### src/shared/asasc_pkg.sv
// package for the per-axis status and stop-cause block
// assumes a single clock domain and plain-port access, no bus
package asasc_pkg;
    // ==========================================================
    // axes and widths
    localparam int          ASASC_AXES       = 4;
    localparam int          ASASC_AXIS_W     = 2;
    localparam int          ASASC_ACC_W      = 32;
    localparam int          ASASC_SEL_W      = 4;
    localparam int          ASASC_CAUSE_W    = 16;
    // ==========================================================
    // input-state selector codes
    localparam logic [3:0]  SEL_DRIVING      = 4'h0;
    localparam logic [3:0]  SEL_LIMIT_FWD    = 4'h1;
    localparam logic [3:0]  SEL_LIMIT_REV    = 4'h2;
    localparam logic [3:0]  SEL_ESTOP        = 4'h3;
    localparam logic [3:0]  SEL_ALARM        = 4'h4;
    localparam logic [3:0]  SEL_ORIGIN       = 4'h5;
    localparam logic [3:0]  SEL_NEAR_ORIGIN  = 4'h6;
    localparam logic [3:0]  SEL_GEN_IN3      = 4'h7;
    localparam logic [3:0]  SEL_SETTLED      = 4'h8;
    // ==========================================================
    // stop-cause bit positions (weight = 1 << position)
    localparam int          CB_SOFT_FWD      = 0;
    localparam int          CB_SOFT_REV      = 1;
    localparam int          CB_HARD_FWD      = 2;
    localparam int          CB_HARD_REV      = 3;
    localparam int          CB_ALARM         = 4;
    localparam int          CB_ESTOP         = 5;
    localparam int          CB_RESERVED      = 6;
    localparam int          CB_HOME          = 7;
    localparam int          CB_SW_STOP       = 8;
    localparam logic [15:0] CAUSE_RESET      = 16'h0000;
    localparam logic [15:0] CAUSE_USED_MASK  = 16'h01BF;
    localparam logic [31:0] ACC_RESET        = 32'h0000_0000;
endpackage : asasc_pkg

### src/design/asasc_axis_cause.sv
// one axis of sticky stop-cause capture
// assumes inputs synchronous to clk_in
`timescale 1ns/1ps
`default_nettype none
module asasc_axis_cause
    import asasc_pkg::*;
(
    // clock and reset
    input  wire logic                     clk_in,
    input  wire logic                     rst_in,
    // cause conditions
    input  wire logic                     soft_fwd_in,
    input  wire logic                     soft_rev_in,
    input  wire logic                     hard_fwd_in,
    input  wire logic                     hard_rev_in,
    input  wire logic                     alarm_in,
    input  wire logic                     estop_in,
    input  wire logic                     index_in,
    input  wire logic                     origin_in,
    input  wire logic                     sw_stop_in,
    // clear
    input  wire logic                     clear_in,
    // sticky word
    output logic [ASASC_CAUSE_W-1:0]      cause_out
);
    // ==========================================================
    // raw event vector
    logic [ASASC_CAUSE_W-1:0] raw;
    logic [ASASC_CAUSE_W-1:0] cause_q;
    logic [ASASC_CAUSE_W-1:0] cause_d;

    always_comb begin
        raw = CAUSE_RESET;
        raw[CB_SOFT_FWD] = soft_fwd_in;
        raw[CB_SOFT_REV] = soft_rev_in;
        raw[CB_HARD_FWD] = hard_fwd_in;
        raw[CB_HARD_REV] = hard_rev_in;
        raw[CB_ALARM]    = alarm_in;
        raw[CB_ESTOP]    = estop_in;
        raw[CB_HOME]     = index_in & origin_in;
        raw[CB_SW_STOP]  = sw_stop_in;
    end

    // set wins over clear so a same-cycle event is kept
    assign cause_d = ((clear_in ? CAUSE_RESET : cause_q) | raw) & CAUSE_USED_MASK;

    always_ff @(posedge clk_in or posedge rst_in) begin
        if (rst_in) begin
            cause_q <= CAUSE_RESET;
        end else begin
            cause_q <= cause_d;
        end
    end

    assign cause_out = cause_q;

    // ==========================================================
    // checks
    a_reserved_zero: assert property (@(posedge clk_in) disable iff (rst_in)
        cause_q[CB_RESERVED] == 1'b0) else $error("reserved weight set");
    a_cause_sticky: assert property (@(posedge clk_in) disable iff (rst_in)
        ($past(cause_q[CB_ALARM]) && !$past(clear_in)) |-> cause_q[CB_ALARM])
        else $error("alarm cause dropped without clear");
    a_home_pair: assert property (@(posedge clk_in) disable iff (rst_in)
        (index_in && origin_in) |=> cause_q[CB_HOME])
        else $error("home cause missed");
    a_home_single: assert property (@(posedge clk_in) disable iff (rst_in)
        (clear_in && !(index_in && origin_in)) |=> !cause_q[CB_HOME])
        else $error("home cause without both inputs");
endmodule : asasc_axis_cause
`default_nettype wire

### src/design/asasc_top.sv
// per-axis status and stop-cause reporting for four axes
// assumes inputs synchronous to clk_in; host reads through plain ports
// Notes on behaviour
// - four axes; each query answers for the one selected axis, the error flag for all axes
// - present acceleration of the selected axis is readable
// - selector 0 reports whether the axis is outputting pulses
// - selectors 1 and 2 report forward and reverse hardware limits
// - selector 3 reports emergency stop, selector 4 servo alarm
// - selectors 5 to 8: origin, near origin, input three, settled
// - cause word zero when clear, else sum of weights; 64 never set
// - weight 1 on forward software limit
// - weight 2 on reverse software limit
// - weight 4 on forward hardware limit
// - weight 8 on reverse hardware limit
// - weight 16 while servo alarm active
// - weight 32 while emergency stop active
// - weight 128 only when index and origin coincide
// - weight 256 marks a software stop; like any other weight it sets the module-wide error flag
// - module-wide flag set when any axis cause word is non-zero
`timescale 1ns/1ps
`default_nettype none
module asasc_top
    import asasc_pkg::*;
#(
    parameter int AXES = ASASC_AXES
)
(
    // clock and reset
    input  wire logic                      clk_in,
    input  wire logic                      rst_in,
    // per-axis live state
    input  wire logic [AXES-1:0]           driving_in,
    input  wire logic [AXES-1:0]           limit_fwd_in,
    input  wire logic [AXES-1:0]           limit_rev_in,
    input  wire logic [AXES-1:0]           alarm_in,
    input  wire logic [AXES-1:0]           origin_in,
    input  wire logic [AXES-1:0]           near_origin_sensor_in,
    input  wire logic [AXES-1:0]           general_input_three_in,
    input  wire logic [AXES-1:0]           servo_settled_input_in,
    input  wire logic [AXES-1:0]           index_in,
    input  wire logic [AXES-1:0]           soft_limit_fwd_in,
    input  wire logic [AXES-1:0]           soft_limit_rev_in,
    input  wire logic [AXES-1:0]           sw_stop_in,
    input  wire logic                      emergency_stop_input_in,
    input  wire logic [AXES*ASASC_ACC_W-1:0] accel_in,
    // host query
    input  wire logic [ASASC_AXIS_W-1:0]   axis_sel_in,
    input  wire logic [ASASC_SEL_W-1:0]    input_sel_in,
    input  wire logic                      clear_stop_condition_in,
    // host answers
    output logic [ASASC_ACC_W-1:0]         present_accel_out,
    output logic                           input_state_out,
    output logic [ASASC_CAUSE_W-1:0]       stop_cause_out,
    output logic                           any_error_out
);
    // ==========================================================
    // elaboration check
    if (AXES != ASASC_AXES) begin : g_axes_check
        $error("axis count must match the two-bit axis selector");
    end

    // ==========================================================
    // per-axis cause capture
    logic [ASASC_CAUSE_W-1:0] cause_w [AXES];
    logic [AXES-1:0]          axis_err;

    for (genvar a = 0; a < AXES; a++) begin : g_axis
        asasc_axis_cause u_cause (
            .clk_in      (clk_in),
            .rst_in      (rst_in),
            .soft_fwd_in (soft_limit_fwd_in[a]),
            .soft_rev_in (soft_limit_rev_in[a]),
            .hard_fwd_in (limit_fwd_in[a]),
            .hard_rev_in (limit_rev_in[a]),
            .alarm_in    (alarm_in[a]),
            .estop_in    (emergency_stop_input_in),
            .index_in    (index_in[a]),
            .origin_in   (origin_in[a]),
            .sw_stop_in  (sw_stop_in[a]),
            .clear_in    (clear_stop_condition_in),
            .cause_out   (cause_w[a])
        );
        assign axis_err[a] = |cause_w[a];
    end

    // ==========================================================
    // selection of the addressed axis
    function automatic logic pick_input(
        input logic [ASASC_SEL_W-1:0] sel,
        input logic [8:0]             vec
    );
        logic r;
        r = 1'b0;
        case (sel)
            SEL_DRIVING:     r = vec[0];
            SEL_LIMIT_FWD:   r = vec[1];
            SEL_LIMIT_REV:   r = vec[2];
            SEL_ESTOP:       r = vec[3];
            SEL_ALARM:       r = vec[4];
            SEL_ORIGIN:      r = vec[5];
            SEL_NEAR_ORIGIN: r = vec[6];
            SEL_GEN_IN3:     r = vec[7];
            SEL_SETTLED:     r = vec[8];
            default:         r = 1'b0;
        endcase
        return r;
    endfunction : pick_input

    wire logic [AXES-1:0] ax = AXES'(1) << axis_sel_in;
    wire logic [8:0] in_vec = {
        |(servo_settled_input_in & ax),
        |(general_input_three_in & ax),
        |(near_origin_sensor_in & ax),
        |(origin_in & ax),
        |(alarm_in & ax),
        emergency_stop_input_in,
        |(limit_rev_in & ax),
        |(limit_fwd_in & ax),
        |(driving_in & ax)
    };
    wire logic                     state_d = pick_input(input_sel_in, in_vec);
    wire logic [ASASC_ACC_W-1:0]   accel_d = accel_in[axis_sel_in*ASASC_ACC_W +: ASASC_ACC_W];
    wire logic [ASASC_CAUSE_W-1:0] cause_d = cause_w[axis_sel_in];

    // ==========================================================
    // answer registers
    logic [ASASC_ACC_W-1:0]   accel_q;
    logic                     state_q;
    logic [ASASC_CAUSE_W-1:0] cause_q;
    logic                     err_q;

    always_ff @(posedge clk_in or posedge rst_in) begin
        if (rst_in) begin
            accel_q <= ACC_RESET;
            state_q <= 1'b0;
            cause_q <= CAUSE_RESET;
            err_q   <= 1'b0;
        end else begin
            accel_q <= accel_d;
            state_q <= state_d;
            cause_q <= cause_d;
            err_q   <= |axis_err;
        end
    end

    // host clears only after removing the cause; a live cause re-sets at once
    assign present_accel_out = accel_q;
    assign input_state_out   = state_q;
    assign stop_cause_out    = cause_q;
    assign any_error_out     = err_q;

    // ==========================================================
    // checks
    a_state_follows: assert property (@(posedge clk_in) disable iff (rst_in)
        1'b1 |=> input_state_out == $past(state_d))
        else $error("input state answer stale");
    a_drive_report: assert property (@(posedge clk_in) disable iff (rst_in)
        (input_sel_in == SEL_DRIVING && driving_in[axis_sel_in]) |=> input_state_out)
        else $error("driving not reported");
    a_limit_fwd: assert property (@(posedge clk_in) disable iff (rst_in)
        (input_sel_in == SEL_LIMIT_FWD) |=> input_state_out == $past(limit_fwd_in[axis_sel_in]))
        else $error("forward limit misreported");
    a_estop_sel: assert property (@(posedge clk_in) disable iff (rst_in)
        (input_sel_in == SEL_ESTOP) |=> input_state_out == $past(emergency_stop_input_in))
        else $error("estop misreported");
    a_settled_sel: assert property (@(posedge clk_in) disable iff (rst_in)
        (input_sel_in == SEL_SETTLED) |=>
        input_state_out == $past(servo_settled_input_in[axis_sel_in]))
        else $error("settled misreported");
    a_accel_path: assert property (@(posedge clk_in) disable iff (rst_in)
        1'b1 |=> present_accel_out == $past(accel_d))
        else $error("acceleration misreported");
    a_estop_weight: assert property (@(posedge clk_in) disable iff (rst_in)
        emergency_stop_input_in |=> ##1 stop_cause_out[CB_ESTOP])
        else $error("estop weight missing");
    // answer shows the axis selected one edge after the event, so that pair must agree
    a_alarm_weight: assert property (@(posedge clk_in) disable iff (rst_in)
        alarm_in[axis_sel_in] |=> ##1
        (stop_cause_out[CB_ALARM] || $past(axis_sel_in, 2) != $past(axis_sel_in)))
        else $error("alarm weight missing");
    a_error_flag: assert property (@(posedge clk_in) disable iff (rst_in)
        1'b1 |=> any_error_out == ($past(axis_err) != '0))
        else $error("error flag wrong");
    a_swstop_weight: assert property (@(posedge clk_in) disable iff (rst_in)
        sw_stop_in[0] |=> cause_w[0][CB_SW_STOP])
        else $error("software stop weight missing");
    a_soft_fwd: assert property (@(posedge clk_in) disable iff (rst_in)
        soft_limit_fwd_in[0] |=> cause_w[0][CB_SOFT_FWD])
        else $error("soft forward weight missing");
    a_soft_rev: assert property (@(posedge clk_in) disable iff (rst_in)
        soft_limit_rev_in[0] |=> cause_w[0][CB_SOFT_REV])
        else $error("soft reverse weight missing");
    a_hard_fwd: assert property (@(posedge clk_in) disable iff (rst_in)
        limit_fwd_in[0] |=> cause_w[0][CB_HARD_FWD])
        else $error("hard forward weight missing");
    a_hard_rev: assert property (@(posedge clk_in) disable iff (rst_in)
        limit_rev_in[0] |=> cause_w[0][CB_HARD_REV])
        else $error("hard reverse weight missing");
    a_limit_rev: assert property (@(posedge clk_in) disable iff (rst_in)
        (input_sel_in == SEL_LIMIT_REV) |=> input_state_out == $past(limit_rev_in[axis_sel_in]))
        else $error("reverse limit misreported");
    a_alarm_sel: assert property (@(posedge clk_in) disable iff (rst_in)
        (input_sel_in == SEL_ALARM) |=> input_state_out == $past(alarm_in[axis_sel_in]))
        else $error("alarm misreported");
    a_origin_sel: assert property (@(posedge clk_in) disable iff (rst_in)
        (input_sel_in == SEL_ORIGIN) |=> input_state_out == $past(origin_in[axis_sel_in]))
        else $error("origin misreported");
    a_near_sel: assert property (@(posedge clk_in) disable iff (rst_in)
        (input_sel_in == SEL_NEAR_ORIGIN) |=>
        input_state_out == $past(near_origin_sensor_in[axis_sel_in]))
        else $error("near origin misreported");
    a_gen3_sel: assert property (@(posedge clk_in) disable iff (rst_in)
        (input_sel_in == SEL_GEN_IN3) |=>
        input_state_out == $past(general_input_three_in[axis_sel_in]))
        else $error("input three misreported");
    a_drive_idle: assert property (@(posedge clk_in) disable iff (rst_in)
        (input_sel_in == SEL_DRIVING && !driving_in[axis_sel_in]) |=> !input_state_out)
        else $error("idle axis reported driving");
    a_unused_sel: assert property (@(posedge clk_in) disable iff (rst_in)
        (input_sel_in > SEL_SETTLED) |=> !input_state_out)
        else $error("unsupported selector not zero");

    // ==========================================================
    // answer paths; the cause answer lags the capture by one edge
    a_cause_path: assert property (@(posedge clk_in) disable iff (rst_in)
        1'b1 |=> stop_cause_out == $past(cause_w[axis_sel_in]))
        else $error("cause word of wrong axis");
    a_unused_bits: assert property (@(posedge clk_in) disable iff (rst_in)
        (stop_cause_out & ~CAUSE_USED_MASK) == CAUSE_RESET)
        else $error("unused cause bit set");
    a_accel_pick: assert property (@(posedge clk_in) disable iff (rst_in)
        1'b1 |=>
        present_accel_out == $past(accel_in[axis_sel_in*ASASC_ACC_W +: ASASC_ACC_W]))
        else $error("acceleration of wrong axis");
    a_home_weight: assert property (@(posedge clk_in) disable iff (rst_in)
        (index_in[axis_sel_in] && origin_in[axis_sel_in]) |=> ##1
        (stop_cause_out[CB_HOME] || $past(axis_sel_in, 2) != $past(axis_sel_in)))
        else $error("home weight not answered");
    a_swstop_out: assert property (@(posedge clk_in) disable iff (rst_in)
        sw_stop_in[axis_sel_in] |=> ##1
        (stop_cause_out[CB_SW_STOP] || $past(axis_sel_in, 2) != $past(axis_sel_in)))
        else $error("software stop weight not answered");

    // ==========================================================
    // every axis: each weight set by its own cause and by nothing else
    for (genvar c = 0; c < AXES; c++) begin : g_axis_chk
        a_soft_fwd_ax: assert property (@(posedge clk_in) disable iff (rst_in)
            soft_limit_fwd_in[c] |=> cause_w[c][CB_SOFT_FWD])
            else $error("soft forward weight missing");
        a_soft_rev_ax: assert property (@(posedge clk_in) disable iff (rst_in)
            soft_limit_rev_in[c] |=> cause_w[c][CB_SOFT_REV])
            else $error("soft reverse weight missing");
        a_hard_fwd_ax: assert property (@(posedge clk_in) disable iff (rst_in)
            limit_fwd_in[c] |=> cause_w[c][CB_HARD_FWD])
            else $error("hard forward weight missing");
        a_hard_rev_ax: assert property (@(posedge clk_in) disable iff (rst_in)
            limit_rev_in[c] |=> cause_w[c][CB_HARD_REV])
            else $error("hard reverse weight missing");
        a_alarm_ax: assert property (@(posedge clk_in) disable iff (rst_in)
            alarm_in[c] |=> cause_w[c][CB_ALARM])
            else $error("alarm weight missing");
        a_estop_ax: assert property (@(posedge clk_in) disable iff (rst_in)
            emergency_stop_input_in |=> cause_w[c][CB_ESTOP])
            else $error("estop weight missing");
        a_home_ax: assert property (@(posedge clk_in) disable iff (rst_in)
            (index_in[c] && origin_in[c]) |=> cause_w[c][CB_HOME])
            else $error("home weight missing");
        a_swstop_ax: assert property (@(posedge clk_in) disable iff (rst_in)
            sw_stop_in[c] |=> cause_w[c][CB_SW_STOP])
            else $error("software stop weight missing");
        a_soft_fwd_only: assert property (@(posedge clk_in) disable iff (rst_in)
            $rose(cause_w[c][CB_SOFT_FWD]) |-> $past(soft_limit_fwd_in[c]))
            else $error("soft forward weight without cause");
        a_soft_rev_only: assert property (@(posedge clk_in) disable iff (rst_in)
            $rose(cause_w[c][CB_SOFT_REV]) |-> $past(soft_limit_rev_in[c]))
            else $error("soft reverse weight without cause");
        a_hard_fwd_only: assert property (@(posedge clk_in) disable iff (rst_in)
            $rose(cause_w[c][CB_HARD_FWD]) |-> $past(limit_fwd_in[c]))
            else $error("hard forward weight without cause");
        a_hard_rev_only: assert property (@(posedge clk_in) disable iff (rst_in)
            $rose(cause_w[c][CB_HARD_REV]) |-> $past(limit_rev_in[c]))
            else $error("hard reverse weight without cause");
        a_alarm_only: assert property (@(posedge clk_in) disable iff (rst_in)
            $rose(cause_w[c][CB_ALARM]) |-> $past(alarm_in[c]))
            else $error("alarm weight without cause");
        a_estop_only: assert property (@(posedge clk_in) disable iff (rst_in)
            $rose(cause_w[c][CB_ESTOP]) |-> $past(emergency_stop_input_in))
            else $error("estop weight without cause");
        a_home_only: assert property (@(posedge clk_in) disable iff (rst_in)
            $rose(cause_w[c][CB_HOME]) |-> $past(index_in[c] && origin_in[c]))
            else $error("home weight without both inputs");
        a_swstop_only: assert property (@(posedge clk_in) disable iff (rst_in)
            $rose(cause_w[c][CB_SW_STOP]) |-> $past(sw_stop_in[c]))
            else $error("software stop weight without cause");
        a_clear_ax: assert property (@(posedge clk_in) disable iff (rst_in)
            (clear_stop_condition_in && !emergency_stop_input_in && !alarm_in[c]
             && !sw_stop_in[c] && !limit_fwd_in[c] && !limit_rev_in[c] && !index_in[c]
             && !soft_limit_fwd_in[c] && !soft_limit_rev_in[c]) |=> cause_w[c] == CAUSE_RESET)
            else $error("clear left a cause set");
        a_hold_ax: assert property (@(posedge clk_in) disable iff (rst_in)
            !clear_stop_condition_in |=> (cause_w[c] | $past(cause_w[c])) == cause_w[c])
            else $error("cause bit dropped without clear");
    end
endmodule : asasc_top
`default_nettype wire

### config.mk
export PLATFORM = sky130hd
export DESIGN_NAME = asasc_top
export DESIGN_NICKNAME = d
export VERILOG_FILES = /design/src/shared/asasc_pkg.sv /design/src/design/asasc_axis_cause.sv /design/src/design/asasc_top.sv
export SDC_FILE = /design/constraint.sdc
export NUM_CORES = 1
export LEC_CHECK = 0
export ABC_AREA = 1
export BUFFER_PORTS_ARGS = -buffer_cell sky130_fd_sc_hd__buf_2
export CORE_UTILIZATION = 38
export CTS_CLUSTER_SIZE = 24
export DETAILED_ROUTE_END_ITERATION = 8
export GPL_ROUTABILITY_DRIVEN = 0
export PLACE_DENSITY = 0.82
export SKIP_CTS_REPAIR_TIMING = 1
export SYNTH_ARGS = -nofsm -noshare
export SYNTH_HDL_FRONTEND = slang
export SYNTH_HIERARCHICAL = 1
export SYNTH_SLANG_ARGS = --single-unit
### constraint.sdc
create_clock -name clk_in -period 1.4 [get_ports clk_in]
set_input_delay 0 -clock clk_in [delete_from_list [all_inputs] [get_ports clk_in]]
set_output_delay 0 -clock clk_in [all_outputs]
set_load 0.02 [all_outputs]
# [After elaboration in Yosys (flattened, before gate mapping)]
# Cells that the tools add are included.
[classes] n_shift=2 bitwise=17 mux=8 n_lt_le_gt_ge=1 eq_ne=8 reduce_logical=10
[ops] cell="$shiftx A128 B8 Y32" count=1
[ops] cell="$mux W9" count=4
[ops] cell="$or A9 B9 Y9" count=4
[ops] cell="$and A4 B4 Y4" count=8
[ops] cell="$bmux W16 S2" count=1
[ops] cell="$mux W16" count=2
[ops] cell="$reduce_or A32 Y1" count=1
[ops] cell="$reduce_or A4 Y1" count=8
[ops] cell="$eq A4 B3 Y1 const B" count=4
[ops] cell="$pmux W1 S9" count=1
[ops] cell="$eq A4 B2 Y1 const B" count=2
[ops] cell="$and A1 B1 Y1" count=4
[ops] cell="$eq A4 B1 Y1 const B" count=1
[ops] cell="$eq A4 B4 Y1 const B" count=1
[ops] cell="$logic_not A4 Y1" count=1
[ops] cell="$shl A1 B2 Y4 const A" count=1
[ops] cell="$ge A3 B3 Y1 const B" count=1
[ops] cell="$not A2 Y3" count=1
[word_totals] word_cells=54 regBits=82

# [Longest topological paths before layout]
[depth] ltp_word=4 mapped_depth=9 ltp_nobuf=8

# [Modules after synthesis]
# Netlist, hierarchy kept.
[modules_own_cells] mod="asasc_top" n_inst=1 area_per_inst_um2=2904.0 cells_each=357 seq_area_each_um2=1251.2
[modules_own_cells] mod="asasc_axis_cause" n_inst=4 area_per_inst_um2=361.6 cells_each=43 seq_area_each_um2=200.2

# [Worst setup path before layout]
# No wires, ideal clock.
[synth_path] path_kind="reg2reg" startpoint="reg g_axis[0].u_cause.cause_q[1]" endpoint="reg err_q, in the netlist any_error_out" setup_ns=0.119 setup_slack_ns=0.407 required_ns=1.281 path_stages_with_launch=7 t_arrival_ns=0.875 cell_sequence="dfrtp_1 > nor2_1 > nand3_1 > nor3_1 > nand3_1 > nor2_1 > nand2_1"
[synth_via] elab_chain_cells=1
[synth_rtl] element="start: declaration" line_no="asasc_axis_cause.sv:29" text="logic [ASASC_CAUSE_W-1:0] cause_q;"
[synth_rtl] element="start signal: assignment" line_no="asasc_axis_cause.sv:51" text="cause_q <= cause_d;"
[synth_rtl] element="$reduce_or A32 Y1" line_no="asasc_top.sv:142" text="err_q <= |axis_err;"
[synth_rtl] element="end signal: assignment" line_no="asasc_top.sv:142"
[synth_rtl] element="end: declaration" line_no="asasc_top.sv:130" text="logic err_q;"
# No other way between the ends.

# [Worst setup path after layout]
[layout_path] startpoint="in accel_in[23]" endpoint="reg accel_q[23], in the netlist present_accel_out[23]"
[layout_via] elab_chain_cells=1
[layout_rtl] element="start: declaration" line_no="asasc_top.sv:45" text="input wire logic [AXES*ASASC_ACC_W-1:0] accel_in,"
[layout_rtl] element="$shiftx A128 B8 Y32" line_no="asasc_top.sv:122" text="wire logic [ASASC_ACC_W-1:0] accel_d = accel_in[axis_sel_in*ASASC_ACC_W +: ASASC_ACC_W];"
[layout_rtl] element="named net accel_d[23]" line_no="asasc_top.sv:122"
[layout_rtl] element="end signal: assignment" line_no="asasc_top.sv:139" text="accel_q <= accel_d;"
[layout_rtl] element="end: declaration" line_no="asasc_top.sv:127" text="logic [ASASC_ACC_W-1:0] accel_q;"
# The timed path passes the listed nets, and every way through them passes these cells.

==> summary.txt <==
Status
  • Outcome: finished, violations left
  • Violated checks: negative setup slack

Worst hold path
  • Hold Crit Start: servo_settled_input_in[1]
  • Worst min-delay path category: input pin to register

Setup path
  • First element of the critical path: accel_in[23]
  • Highest net fanout along the worst path: 1
  • Element type at the critical path end: register
  • Crit path DAT: 1.62 ns
  • Data required time of the worst path: 1.61 ns
  • Category of the most critical setup path: input pin to register
  • Reg2Reg Launch Point: g_axis[1].u_cause/cause_out[1]
  • CP startpoint kind: input pin

Finish
  • Most common cell after layout, fill and taps aside: sky130_fd_sc_hd__buf_2
  • Area of the multi-input gates: 1800 µm²
  • Share of layout cells above drive strength 1: 0.294
  • Final standard cell count with taps included and fillers excluded: 1070
  • Commonest non-fill, non-tap cells in the layout: sky130_fd_sc_hd__buf_2 (235), sky130_fd_sc_hd__nand2_1 (167), sky130_fd_sc_hd__dlygate4sd3_1 (162)
  • Sequential Area: 2050 µm²
  • Number of fill cells in the layout: ~800
  • Number of nets in the final layout: 1108
  • Area Growth Syn to Fin: 71.8%

Power and ir drop
  • Switching part of the total power: 0.301
  • Max IR drop VDD: 0.863 mV
  • Clk network pwr share: 0.361
  • Total net switching power: 0.00208 W
  • Tot Pwr: 0.00691 W
  • Static leakage: 3.92 nW
  • Relative contribution of sequential cells to total power: 0.389
  • Part of the total power dissipated in combinational logic: 0.250
  • Power per unit of standard cell area: 924 nW/µm²
  • Design internal power: between 0.004 and 0.005 W

Detailed routing
  • First-iteration detailed-routing DRC count: around 600
  • Number of remaining DRC errors: 0
  • Detailed-route wire length: 18400 µm
  • Avg Vias per Cell: 5.12
  • TritonRoute pass-1 iters: 5
  • Count of vias placed by the detailed router: between 5k and 6k
  • Antenna Violating Nets Remaining: 0
  • Wire per inst: ~17 µm

Floorplan
  • Overall die width: between 100 and 150 µm
  • Placeable Area: 11000 µm²
  • Starting density of the core: 0.396
  • Die outline height: 109 µm
  • Top-Level Pins: 236
  • Die Outline Area: 11900 µm²
  • Number of cell rows: 38

Synthesis
  • Syn. warnings: 6
  • Area fraction of the dominant cell type after synthesis: 0.472
  • Post-synthesis area per instance: 8.22 µm²
  • Register area share after synthesis: 0.472
  • Post-synthesis instance area: about 4400 µm²
  • Number of storage elements in the synthesis netlist: 82
  • Leading area contributor after synthesis: sky130_fd_sc_hd__dfrtp_1
  • Library cells used by synthesis: 19
  • Leading cell types by total area after synthesis: sky130_fd_sc_hd__dfrtp_1 (47%), sky130_fd_sc_hd__nand2_1 (14%), sky130_fd_sc_hd__a22oi_1 (13%)
  • Cells after synthesis: between 500 and 600

Timing
  • Period utilisation layout: 1.01
  • Worst setup slack after layout: -0.0119 ns
  • Final Critical Period: 1.41 ns
  • Setup total negative slack: -0.0119 ns
  • Upper clock frequency limit: 708 MHz
  • Finish-stage setup viols: 1
  • Hold slack: 0.0548 ns
  • Count of endpoints failing hold in the final timing report: 0
  • Worst clock skew: between 0.008 and 0.009 ns
  • Pins over their slew limit: 0

Clock tree
  • CTS Buf Count: 9
  • Cell at the root of the clock tree: sky130_fd_sc_hd__clkbuf_16
  • Clock H-tree levels: 3
  • Max Root-Sink Buffers: 2
  • Post-CTS clock slew at the launch and capture registers of the worst setup and hold paths: about 0.060 ns
  • Clock sink total: 82
  • Clock network latency to the later pin of the worst-skew pair: 0.34 ns
  • Clock tree from TritonCTS: done

Global route
  • Antenna violations before repair: 3
  • Maximum number of pins on one net before global-route repair: 51
  • Number of global-route vias before repair: 4422
  • Sum of overflow across all layers after global routing: 0
  • Global-route wire length before repair: 20900 µm
  • Global routing usage summed across all routing layers: 0.234

Place
  • Cell count after placement: 889
  • Number of port buffers: about 240
  • Final HPWL DP: 10600 µm

Job
  • Max-cap check violation count: 0
==> critical path, cell delays in order <==
cell	delay (ns)
sky130_fd_sc_hd__dlygate4sd3_1	0.55
sky130_fd_sc_hd__buf_2	0.13
sky130_fd_sc_hd__a22oi_1	0.26
sky130_fd_sc_hd__dlygate4sd3_1	0.61
sky130_fd_sc_hd__nand3_1	0.08
==> cell usage after synthesis (all sizes together) <==
cell type,instances
nor2,21
inv,61
nor3,9
dfrtp,82
a22oi,78
nor4,6
nand4,2
buf,53
nand2,168
nand3,30
o21ai,7
o221ai,8
conb,4
==> path summary, 6_finish.rpt <==
| kind | to | slack, ns | cells past startpoint |
|---|---|---|---|
| setup / recovery | present_accel_out[23] | -0.01 | 5 |
| hold / removal | input_state_out | 0.05 | 7 |
| setup reg to reg | any_error_out | 0.28 | 6 |
| hold reg to reg | g_axis[3].u_cause/cause_out[7] | 0.48 | 2 |
| max in group asynchronous | stop_cause_out[4] | 0.82 | 4 |
| min in group asynchronous | g_axis[2].u_cause/cause_out[1] | 0.23 | 3 |
==> power groups by stage <==
stage / combinational, W / sequential [W] / clock, W
floorplan: 0.000552 / 0.00290 / 0
global placement: 0.00124 / 0.00272 / 0
detailed placement: 0.00126 / 0.00272 / 0
CTS: 0.00126 / 0.00267 / 0.00256
global route: 0.00186 / 0.00271 / 0.00267
finish: 0.00172 / 0.00269 / 0.00250
==> kinds of logic (layout without fill, tap and decap cells) <==
logic type / after synthesis / count (layout) / share of synthesized area
buffers and inverters: 114 / 484 / 0.141
AND/OR/NAND/NOR: 236 / 236 / 0.225
other: 4 / 35 / 0.00345
AO/OA/AOI/OAI: 93 / 93 / 0.159
flip-flops: 82 / 82 / 0.472
==> area by class of cell <==
cell class,count,area share
Sequential cell,82,0.275
Inverter,61,0.0306
Tap cell,140,0.0234
Multi-Input combinational cell,361,0.240
Antenna cell,3,0.00100
Clock buffer,9,0.0301
Timing Repair Buffer,407,0.388
Clock inverter,7,0.0124
==> registers in the layout, indices dropped and copies added (netlist names) <==
register and count:
any_error_out 1, g_axis.u_cause/cause_out 32, input_state_out 1, present_accel_out 32
stop_cause_out 16
==> metrics by stage <==
step                area (µm²)  worst slack, ns  utilization
floorplan                 4460            0.199            -
global placement          5530            0.258        0.503
detailed placement        5530            0.184        0.503
CTS                       5850            0.262        0.532
global route              7470          -0.0251        0.680
finish                    7470          -0.0119        0.681
==> layer usage <==
metal	part of all wire	GRT usage	up-vias
met4	0.051	0.102	0
met3	0.087	0.0526	89
met1	0.36	0.276	2541
met5	0	0	-
met2	0.50	0.408	350
li1	-	-	2497
Note: power is estimated with default switching activity, not from simulation.
